**config.mk**
```make
export PLATFORM = sky130hd
export DESIGN_NAME = bhrp_port
export DESIGN_NICKNAME = d
export VERILOG_FILES = /design/src/verilog/bhrp_pkg.sv /design/src/verilog/bhrp_irq_merge.sv /design/src/verilog/bhrp_port.sv
export SDC_FILE = /design/constraint.sdc
export NUM_CORES = 1
export LEC_CHECK = 0
export BUFFER_PORTS_ARGS = -buffer_cell sky130_fd_sc_hd__buf_2
export CAP_MARGIN = 30
export CORE_MARGIN = 5
export CORE_UTILIZATION = 45
export CTS_BUF_LIST = sky130_fd_sc_hd__clkbuf_8
export CTS_CLUSTER_SIZE = 28
export DETAILED_ROUTE_END_ITERATION = 10
export GPL_TIMING_DRIVEN = 0
export PLACE_DENSITY = 0.78
export SYNTH_ARGS = -nofsm -noshare
export SYNTH_HDL_FRONTEND = slang
export SYNTH_HIERARCHICAL = 1
export SYNTH_SLANG_ARGS = --single-unit
```
**constraint.sdc**
```tcl
create_clock -name clk -period 0.8 [get_ports clk]
set_input_delay 0.12 -clock clk [delete_from_list [all_inputs] [get_ports clk]]
set_output_delay 0.12 -clock clk [all_outputs]
set_load 0.01 [all_outputs]
```
**src/verilog/bhrp_pkg.sv**
```systemverilog
// Purpose: shared constants for the byte host register port
// Assumes: one clock at 200 MHz, synchronous host pins
// Notes: widths, timing, reset values and the cycle type; no register map lives here
package bhrp_pkg;
  localparam int ADDR_W = 9;              // host address width
  localparam int DATA_W = 8;              // host data width
  localparam int IRQ_W = 8;               // internal event sources
  localparam logic [7:0] DATA_RST = 8'h00; // bus output value at reset
  localparam int CLK_PERIOD_PS = 5000;    // clock period in ps
  localparam int RST_FILT_NS = 10;        // least width of a master reset pulse
  localparam int RST_FILT_CYC = (RST_FILT_NS * 1000 + CLK_PERIOD_PS - 1) / CLK_PERIOD_PS;
  typedef enum logic [1:0] {
    BHRP_IDLE,
    BHRP_READ,
    BHRP_WRITE
  } bhrp_cycle_type;
endpackage

```
**src/verilog/bhrp_irq_merge.sv**
```systemverilog
// Purpose: merge internal interrupt conditions into one pending level
// Assumes: conditions are levels held by their owners until cleared
// Notes: open-drain style output, enable low while driving low
`timescale 1ns/1ps
module bhrp_irq_merge
  import bhrp_pkg::*;
#(
  parameter int N = IRQ_W
) (
  // clock and reset
  input wire logic clk,
  input wire logic srst,
  input wire logic rst_low,
  // event conditions
  input wire logic [N-1:0] cond,
  // open-drain pin
  output logic irq_o,
  output logic irq_oe_low
);
  logic pend_q; // registered pending flag
  logic pend_d;

  initial begin
    if (N < 1) $error("bhrp_irq_merge needs at least one source");
  end

  // any pending condition pulls the line
  always_comb begin
    pend_d = |cond;
  end

  // async master reset clears pending at once
  always_ff @(posedge clk or negedge rst_low) begin
    if (!rst_low) begin
      pend_q <= 1'b0;
    end else if (srst) begin
      pend_q <= 1'b0;
    end else begin
      pend_q <= pend_d;
    end
  end

  assign irq_o = 1'b0;        // only ever drives low
  assign irq_oe_low = ~pend_q; // low enables the driver
endmodule

```
**src/verilog/bhrp_port.sv**
```systemverilog
// Purpose: byte-wide host port decoding strobes onto internal registers
// Assumes: host pins synchronous to clk; registers answer in the same cycle
// Notes: write wins over read; data bus driven only during selected reads
`timescale 1ns/1ps
// Overview of operation
// - all nine address bits decoded
// - eight bit data bus, bit 7 msb
// - write strobe with select writes register
// - read strobe with select, no write, reads
// - both strobes low means write only
// - no access without chip select
// - interrupt pin low while event pending
// - master reset acts asynchronously
// - port serves configuration and packet data
module bhrp_port
  import bhrp_pkg::*;
#(
  parameter int AW = ADDR_W,
  parameter int DW = DATA_W,
  parameter int NIRQ = IRQ_W
) (
  // clock and resets
  input wire logic clk,
  input wire logic srst,
  input wire logic master_reset_low,
  // host pins
  input wire logic [AW-1:0] host_register_address,
  input wire logic [DW-1:0] host_register_databus_i,
  output logic [DW-1:0] host_register_databus_o,
  output logic host_register_databus_oe_low,
  input wire logic host_write_strobe_low,
  input wire logic host_read_strobe_low,
  input wire logic host_select_low,
  output logic host_irq_low_o,
  output logic host_irq_low_oe_low,
  // internal register and fifo side
  output logic reg_wr_q,
  output logic reg_rd_q,
  output logic [AW-1:0] reg_addr_q,
  output logic [DW-1:0] reg_wdata_q,
  input wire logic [DW-1:0] reg_rdata,
  input wire logic [NIRQ-1:0] irq_cond
);
  bhrp_cycle_type cyc_d; // decoded cycle this clock
  bhrp_cycle_type cyc_q; // previous cycle, for edge detection
  // next and registered pin side values
  logic [DW-1:0] dout_d;
  logic [DW-1:0] dout_q;
  logic oe_low_d;
  logic oe_low_q;
  // next values of the internal register side
  logic wr_d;
  logic rd_d;
  logic [AW-1:0] addr_d;
  logic [DW-1:0] wdata_d;
  logic irq_drv;

  // refuse shapes the logic cannot serve
  // the address decode and byte lanes are fixed, so other widths are refused
  initial begin
    if (AW != 9) $error("address must be nine bits");
    if (DW != 8) $error("data must be eight bits");
  end

  // decode strobes; write dominates read
  // select gates everything, so stray strobes with select high do nothing
  // both strobes low is the combined r/w host case and must write
  always_comb begin
    cyc_d = BHRP_IDLE;
    if (!host_select_low) begin
      if (!host_write_strobe_low) begin
        cyc_d = BHRP_WRITE;
      end else if (!host_read_strobe_low) begin
        cyc_d = BHRP_READ;
      end
    end
  end

  // one pulse per host access; full nine bit address passed on
  // pulses fire on the first edge of an access only: a host holding its
  // strobe for many cycles must not pop the fifo twice, hence cyc_q
  // read data is still refreshed every cycle while the read is held
  always_comb begin
    wr_d = 1'b0;
    rd_d = 1'b0;
    addr_d = reg_addr_q;
    wdata_d = reg_wdata_q;
    dout_d = dout_q;
    oe_low_d = 1'b1;
    case (cyc_d)
      BHRP_WRITE: begin
        // pulse on entry only, address and data recaptured every cycle; a long strobe writes once; fifo pops stay single
        wr_d = (cyc_q != BHRP_WRITE);
        addr_d = host_register_address;
        wdata_d = host_register_databus_i;
      end
      BHRP_READ: begin
        rd_d = (cyc_q != BHRP_READ);
        addr_d = host_register_address;
        dout_d = reg_rdata;
        oe_low_d = 1'b0;
      end
      BHRP_IDLE: begin
        oe_low_d = 1'b1;
      end
      default: begin
        oe_low_d = 1'b1;
      end
    endcase
  end

  // register everything; master reset clears without clock
  // both resets load the same constants; the async one also covers a stopped clock
  always_ff @(posedge clk or negedge master_reset_low) begin
    if (!master_reset_low) begin
      cyc_q <= BHRP_IDLE;
      dout_q <= DATA_RST;
      oe_low_q <= 1'b1;
      reg_wr_q <= 1'b0;
      reg_rd_q <= 1'b0;
      reg_addr_q <= '0;
      reg_wdata_q <= DATA_RST;
    end else if (srst) begin
      cyc_q <= BHRP_IDLE;
      dout_q <= DATA_RST;
      oe_low_q <= 1'b1;
      reg_wr_q <= 1'b0;
      reg_rd_q <= 1'b0;
      reg_addr_q <= '0;
      reg_wdata_q <= DATA_RST;
    end else begin
      cyc_q <= cyc_d;
      dout_q <= dout_d;
      oe_low_q <= oe_low_d;
      reg_wr_q <= wr_d;
      reg_rd_q <= rd_d;
      reg_addr_q <= addr_d;
      reg_wdata_q <= wdata_d;
    end
  end

  // pin side straight from flops, so no decode glitch reaches the bus
  assign host_register_databus_o = dout_q;
  assign host_register_databus_oe_low = oe_low_q;

  // interrupt merge, registered inside
  // the pin value is a constant low and only the enable toggles, which is
  // what an open-drain pad with an external pull-up expects
  bhrp_irq_merge #(.N(NIRQ)) u_irq (
    .clk(clk),
    .srst(srst),
    .rst_low(master_reset_low),
    .cond(irq_cond),
    .irq_o(irq_drv),
    .irq_oe_low(host_irq_low_oe_low)
  );
  assign host_irq_low_o = irq_drv;

  // checks
  // strobe decode, first-edge pulses, interrupt drive and reset clear
  a_write_pulse: assert property (@(posedge clk) disable iff (srst || !master_reset_low)
    (!host_select_low && !host_write_strobe_low && $past(host_select_low)) |=> reg_wr_q)
    else $error("write not taken");
  a_write_wins: assert property (@(posedge clk) disable iff (srst || !master_reset_low)
    (!host_select_low && !host_write_strobe_low) |=> (!reg_rd_q && host_register_databus_oe_low))
    else $error("read during write");
  a_no_select: assert property (@(posedge clk) disable iff (srst || !master_reset_low)
    host_select_low |=> (!reg_wr_q && !reg_rd_q && host_register_databus_oe_low))
    else $error("access without select");
  a_read_drive: assert property (@(posedge clk) disable iff (srst || !master_reset_low)
    (!host_select_low && host_write_strobe_low && !host_read_strobe_low) |=>
      (!host_register_databus_oe_low && host_register_databus_o == $past(reg_rdata)))
    else $error("read data missing");
  a_bus_release: assert property (@(posedge clk) disable iff (srst || !master_reset_low)
    !host_register_databus_oe_low |->
      (!$past(host_select_low) && $past(host_write_strobe_low) && !$past(host_read_strobe_low)))
    else $error("bus driven outside read");
  a_addr_full: assert property (@(posedge clk) disable iff (srst || !master_reset_low)
    (!host_select_low && (!host_write_strobe_low || !host_read_strobe_low)) |=>
      reg_addr_q == $past(host_register_address))
    else $error("address not captured");
  a_wdata_byte: assert property (@(posedge clk) disable iff (srst || !master_reset_low)
    reg_wr_q |-> reg_wdata_q == $past(host_register_databus_i))
    else $error("write data wrong");
  a_irq_level: assert property (@(posedge clk) disable iff (srst || !master_reset_low)
    (|irq_cond) [*2] |-> !host_irq_low_oe_low && !host_irq_low_o)
    else $error("interrupt not driven");
  a_single_wr: assert property (@(posedge clk) disable iff (srst || !master_reset_low)
    reg_wr_q |=> !reg_wr_q)
    else $error("write pulse too long");
  a_reset_idle: assert property (@(posedge clk)
    !master_reset_low |-> (host_register_databus_oe_low && !reg_wr_q && !reg_rd_q))
    else $error("reset did not clear");

  // entry pulses and turnaround
  a_read_pulse: assert property (@(posedge clk) disable iff (srst || !master_reset_low)
    (!host_select_low && host_write_strobe_low && !host_read_strobe_low && $past(host_select_low))
      |=> reg_rd_q)
    else $error("read not taken");
  a_turn_write: assert property (@(posedge clk) disable iff (srst || !master_reset_low)
    (!host_select_low && !host_write_strobe_low && !$past(host_select_low) &&
      $past(host_write_strobe_low) && !$past(host_read_strobe_low)) |=> reg_wr_q)
    else $error("write after read lost");
  a_single_rd: assert property (@(posedge clk) disable iff (srst || !master_reset_low)
    reg_rd_q |=> !reg_rd_q)
    else $error("read pulse too long");
  // address capture and hold
  a_wr_addr: assert property (@(posedge clk) disable iff (srst || !master_reset_low)
    reg_wr_q |-> reg_addr_q == $past(host_register_address))
    else $error("write address wrong");
  a_addr_hold: assert property (@(posedge clk) disable iff (srst || !master_reset_low)
    host_select_low |=> $stable(reg_addr_q))
    else $error("address moved without select");
  // interrupt release
  a_irq_release: assert property (@(posedge clk) disable iff (srst || !master_reset_low)
    (!(|irq_cond)) [*2] |-> host_irq_low_oe_low)
    else $error("interrupt held without cause");

  c_write: cover property (@(posedge clk) reg_wr_q);
  c_read: cover property (@(posedge clk) reg_rd_q);
  c_both_low: cover property (@(posedge clk)
    !host_select_low && !host_write_strobe_low && !host_read_strobe_low);
  c_irq: cover property (@(posedge clk) !host_irq_low_oe_low);
  // read straight into write, the combined r/w host pattern
  c_read_to_write: cover property (@(posedge clk)
    reg_rd_q ##1 (!host_select_low && !host_write_strobe_low));
endmodule

```
==> flow_summary.toml, run 1 <==
[synth]
async_reset_ff_share_pct = 100
synth_cells = 130
syn_area_um2 = 1460
yosysMostFrequentCell = "nand2b_1"
synthTopCellsByArea = "dfrtp_1 52%, nand2b_1 15%, mux2i_1 12%"
ys_seq_area_share_pct = 53.4
synth.distinct_cells = 19
ys.flop_type = "dfrtp_1"
synth_top_area_cell = "dfrtp_1"
ys_seq_elements = 31
synth_common_cells = "34 x nand2b_1, 30 x dfrtp_1, 17 x mux2i_1, 10 x a21oi_1"
synth_edf_count = 0
ys_warn_count = 6
synth_fp_nets = 169
syn_avg_cell_area_um2 = 11.2
yosys.area.top_type_share_pct = 51.6

[cts]
cts_buffers = 5
htreeDepth = 2
clock_latency_ps = 260
cts_sinks = 31
cts_root_buffer = "clkbuf_8"
ctsLongestPathBuffers = 2
clkTransAtPathRegs_ps = 60
tritoncts = "yes"

[final_layout]
diodes = 0
area_delta_synth_final_pct = 44.0
final_cells = 258
drive_above_1_share_pct = 45.8
nNetsFinal = 252
fill_cells = 266

[route]
drtPass1Iterations = 3
drt_iter0_markers = 29
ant_nets = 0
wl_per_cell_um = 13.5
routed_via_density = 4.76
drc = 0
totalWireLength_um = 3470
vias = 1229

[sta]
rsz0062_at_grt = "true"
fin_crit_sh_pct = 125
fin_crit_ps = 999
max_slew.worst_pin.slew_ps = 678
slew_headroom_pct = 54.8
finalSetupViolCount = 31
tns_ps = -3130
setup_ws_ps = -199
slew_viol_final = 0
whs_ps = -114
fin_skew_ps = 0.267
hold_viol_final = 30
fmaxAchievable_ghz = 1.00

[pwr]
peakVddDrop_mv = 1.11
switchingPower_w = 0.000803
p_comb_share_pct = 16.4
total_power_w = 0.00331
power_density_nw_per_um2 = 1580
clock_power_share_pct = 33.1
p_int_w = 0.00251
netSwitchingFraction_pct = 24.2
total_leakage_power_nw = 1.10
seqPwrFrac_pct = 50.5

[hold_path]
hp-class = "input port to asynchronous set/reset pin"

[global_routing]
overflow = 0
grtUsageTotal_pct = 16.7
grt_pass1_wl_um = 5550
antenna_found_initial = 0
grt_pass1_vias = 1251
grt_max_degree = 32

[critical_path]
path_class = "flip-flop to primary output"
reg2reg_from = "host_register_databus_o[6]"
critPathLaunch = "host_register_databus_oe_low"
crit_path_start_kind = "flip-flop"
endpoint = "host_register_databus_oe_low"
cp.required_ps = 680
cp_max_fo = 1
end_kind = "primary output"
reg2reg_slack_ps = -40
path_cells = "buf_6"
reg2reg_depth = 4
rr_endpoint = "host_register_databus_o[6]"
crit_arrival_ps = 880
cp_slowest_cell = "dfstp_2"
slowest_delay_ps = 520
worstSetupPathDepth = 1
path_delay_family = "flip-flops"
cp_num_buf_inv = 1

[die]
die_area_um2 = 4470
core_um2 = 3080
die_x_um = 66.9
start_util_pct = 47.3
io_pins = 69
num_rows = 20
die_y_um = 66.9

[job]
maxCapViolCount = 0

[placement]
hpwl_um = 2580
gp_congestion = 0.731
dp.cells = 239
numPortBuffers = 65

[outcome]
status = "finished, violations left"
violations = "negative hold slack, negative setup slack"
per-stage QoR:
step / cell area [µm²] / utilization, % / worst slack [ps]
floorplan: 1480 / - / -90.0
global placement: 1860 / 60.4 / -212
detailed placement: 1860 / 60.4 / -234
CTS: 2000 / 64.9 / -211
global route: 2100 / 68.1 / -238
finish: 2100 / 68.1 / -199
state kept, by name (all words and copies together), names as in the netlist:
name                          flops
host_register_databus_o           8
reg_rd_q                          1
cyc_q                             2
host_register_databus_oe_low      1
reg_wdata_q                       8
u_irq/pend_q                      1
reg_wr_q                          1
reg_addr_q                        9
cell families after synthesis:
kind of cell / count (synthesis) / synth area share, %
simple gates: 47 / 22.1
flops: 31 / 53.4
compound gates: 20 / 7.31
mux: 17 / 11.7
buf+inv: 14 / 5.24
other cells: 1 / 0.258
final cells by class:
type                    instances  area, µm²  share of cell area, %
clock buffers                   5       68.8                   3.28
multi-input cells              85        637                   30.4
clock inverters                 3       12.5                  0.597
plain buffers                  11       83.8                   4.00
repair buffers                 76        450                   21.5
flip-flops and latches         31        777                   37.1
well taps                      44       55.1                   2.63
inverters                       3       11.3                  0.537
layer usage:
metal	global-route usage [%]	wire (µm)	share of wire [%]	vias to the layer above
li1	-	-	-	600
met1	19.2	1330	38	591
met2	29.5	1880	54	36
met3	4.05	224	6.5	2
met4	6.84	34	0.98	0
met5	0	0	0	-
cells in the final DEF, fill, tap and decap left out, types with 3 or more instances in the layout:
cell type and n:
nand2b_4 4, mux2i_1 17, o21ai_0 8, a21oi_1 10, nand2b_1 30, buf_6 9, dfrtp_1 30, buf_2 61
clkbuf_1 3, buf_4 11, clkbuf_8 6, inv_1 5, or3b_1 8
worst min-delay path by stage:
stage,startpoint,to,depth (start not counted)
2_1_floorplan,master_reset_low,cyc_q[0],0
3_3_place_gp,master_reset_low,reg_wdata_q[6],1
3_5_place_dp,master_reset_low,reg_wdata_q[6],1
4_1_cts,master_reset_low,host_register_databus_o[7],1
5_1_grt,master_reset_low,reg_wr_q,1
6_report,master_reset_low,reg_wdata_q[2],1
power groups by stage:
| stage | logic, W | registers [W] | clock network, W |
|---|---|---|---|
| finish | 0.000544 | 0.00167 | 0.00110 |
| global route | 0.000599 | 0.00168 | 0.00121 |
| CTS | 0.000509 | 0.00167 | 0.00113 |
| detailed placement | 0.000483 | 0.00170 | 0 |
| global placement | 0.000467 | 0.00169 | 0 |
| floorplan | 0.000216 | 0.00173 | 0 |
timing repair:
| item | 4_1_cts | 5_1_grt |
|---|---|---|
| endpoints found under the setup margin | 29 | 35 |
| setup buffers | 7 | 4 |
| hold endpoints to repair | 30 | 30 |
| gates resized for setup | 1 | 13 |
Note: power is estimated with default switching activity, not from simulation.
==> inputs of run 2 (changes only) <==
clock period = 1.1 ns   (was 0.8 ns; I/O delays follow)
==> run 2 against run 1 <==
  * The flow now finishes without violations
  * Worst hold slack better by 250 ps
  * Register-to-register slack better by 460 ps
  * Design area down 7.6%
  * First-iteration DRC count up 14%
  * Critical path depth unchanged
  * Clock skew about the same
  * Clock power down 25%
  * Flip-flop and latch count unchanged
  * Sequential share of layout area up 3.1 points
  * Global-route usage up 0.77 points
  * Critical path type unchanged
==> flow_summary.toml, run 2 (synthesized netlist as in run 1, its figures left out) <==
[outcome]
status = "finished, final reports clean"

[placement]
hpwl_um = 2750
gp_congestion = 0.729
numPortBuffers = 65
dpl_cell_area_um2 = 1840

[critical_path]
cp.required_ps = 940
reg2reg_slack_ps = 420
end_kind = "primary output"
crit_arrival_ps = 900
slowest_delay_ps = 530
cp_slowest_cell = "dfstp_2"
path_class = "flip-flop to primary output"
worstSetupPathDepth = 1
cp_max_fo = 1
reg2reg_from = "reg_wdata_q[0]"
rr_endpoint = "reg_wdata_q[0]"
reg2reg_depth = 2
crit_path_start_kind = "flip-flop"
path_delay_family = "flip-flops"
cp_num_buf_inv = 1
path_cells = "buf_6"

[route]
totalWireLength_um = 3610
drc = 0
vias = 1203
ant_nets = 0
wl_per_cell_um = 14.6
drtPass1Iterations = 4
routed_via_density = 4.85
drt_iter0_markers = 33

[final_layout]
top_register = "reg_addr_q"
area_delta_synth_final_pct = 33.0
drive_above_1_share_pct = 39.2
final_cell_mix = "64 x buf_2, 34 x nand2b_1, 30 x dfrtp_1"
fin_util_pct = 62.9
finish.instance_area_um2 = 1940
layout_commonest_cell = "buf_2"
nNetsFinal = 242
largest_reg_flops = 9
diodes = 0

[sta]
fin_crit_sh_pct = 96.5
finalSetupViolCount = 0
fin_crit_ps = 1060
fin_skew_ps = 0.506
hold_viol_final = 0
slew_viol_final = 0
tns_ps = 0
rsz0062_at_grt = "false"
fmaxAchievable_ghz = 0.942

[die]
die_x_um = 66.9
start_util_pct = 47.3
die_y_um = 66.9
die_area_um2 = 4470
num_rows = 20
core_um2 = 3080
io_pins = 69

[global_routing]
grt_pass1_wl_um = 5650
grt_max_degree = 32
overflow = 0
antenna_found_initial = 0
grt_pass1_vias = 1234
grtUsageTotal_pct = 17.5

[cts]
clkTransAtPathRegs_ps = 60
tritoncts = "yes"
cts_sinks = 31
cts_root_buffer = "clkbuf_8"
cts_buffers = 5
clock_latency_ps = 280
ctsLongestPathBuffers = 2
htreeDepth = 2

[pwr]
total_power_w = 0.00238
power_density_nw_per_um2 = 1230
total_leakage_power_nw = 1.00
peakVddDrop_mv = 0.750

[job]
maxCapViolCount = 0

[hold_path]
worstHoldPathCells = 3
hp-class = "input port to flip-flop"
hold_path_end = "reg_addr_q[6]"
hp-start = "host_register_address[6]"
run 2: cell types whose count changed in the layout (fill, tap and decap cells not counted), sizes merged:
cell / previous run / this run
dlygate4sd3: 0 / 1
clkbuf: 10 / 11
buf: 82 / 70
run 2: through the flow:
step,instances,hold WS (ps),worst slack (ps)
finish,248,134,38.0
global route,248,147,6.91
CTS,248,133,22.9
detailed placement,239,245,28.6
global placement,239,231,41.6
floorplan,130,-131,165
run 2: power breakdown:
group	switching (W)	internal, W	total [W]	leakage (nW)
registers	0.0000241	0.00119	0.00122	0.416
logic	0.000176	0.000170	0.000346	0.538
clock network	0.000397	0.000424	0.000821	0.0505
total	0.000597	0.00178	0.00238	1.00
run 2: worst max path at each step:
stage,slack [ps],startpoint,endpoint
after floorplan,160,host_select_low,reg_rd_q
after CTS,20,host_register_databus_oe_low,host_register_databus_oe_low
after global placement,40,srst,reg_rd_q
final,40,host_register_databus_oe_low,host_register_databus_oe_low
after detailed placement,30,srst,reg_rd_q
after global routing,7,host_register_databus_oe_low,host_register_databus_oe_low
run 2: repair_timing:
action                     4_1_cts  5_1_grt
gates resized for setup          0        2
hold buffers                     1        0
hold endpoints to repair        30        0
setup buffers                    0        0
setup endpoints to repair        0        7
run 2: layer usage:
layer | up-vias | global-route usage (%) | part of all wire [%]
met4 | 0 | 9.11 | 1.8
met2 | 41 | 31.4 | 54
met1 | 577 | 19.2 | 37
li1 | 578 | - | -
met5 | - | 0 | 0
met3 | 7 | 3.37 | 6.6
run 2: cell type report:
type	count	area [µm²]
clock inverters	3	12.5
well taps	44	55.1
multi-input cells	85	602
flip-flops and latches	31	777
clock buffers	5	68.8
fillers	265	1140
repair buffers	66	344
inverters	3	11.3
plain buffers	11	65.1
run 2: worst register-to-register path, cell delays in order (launching register included):
cell,delay [ps]
dfrtp_1,370
o21ai_0,90
a21oi_1,100
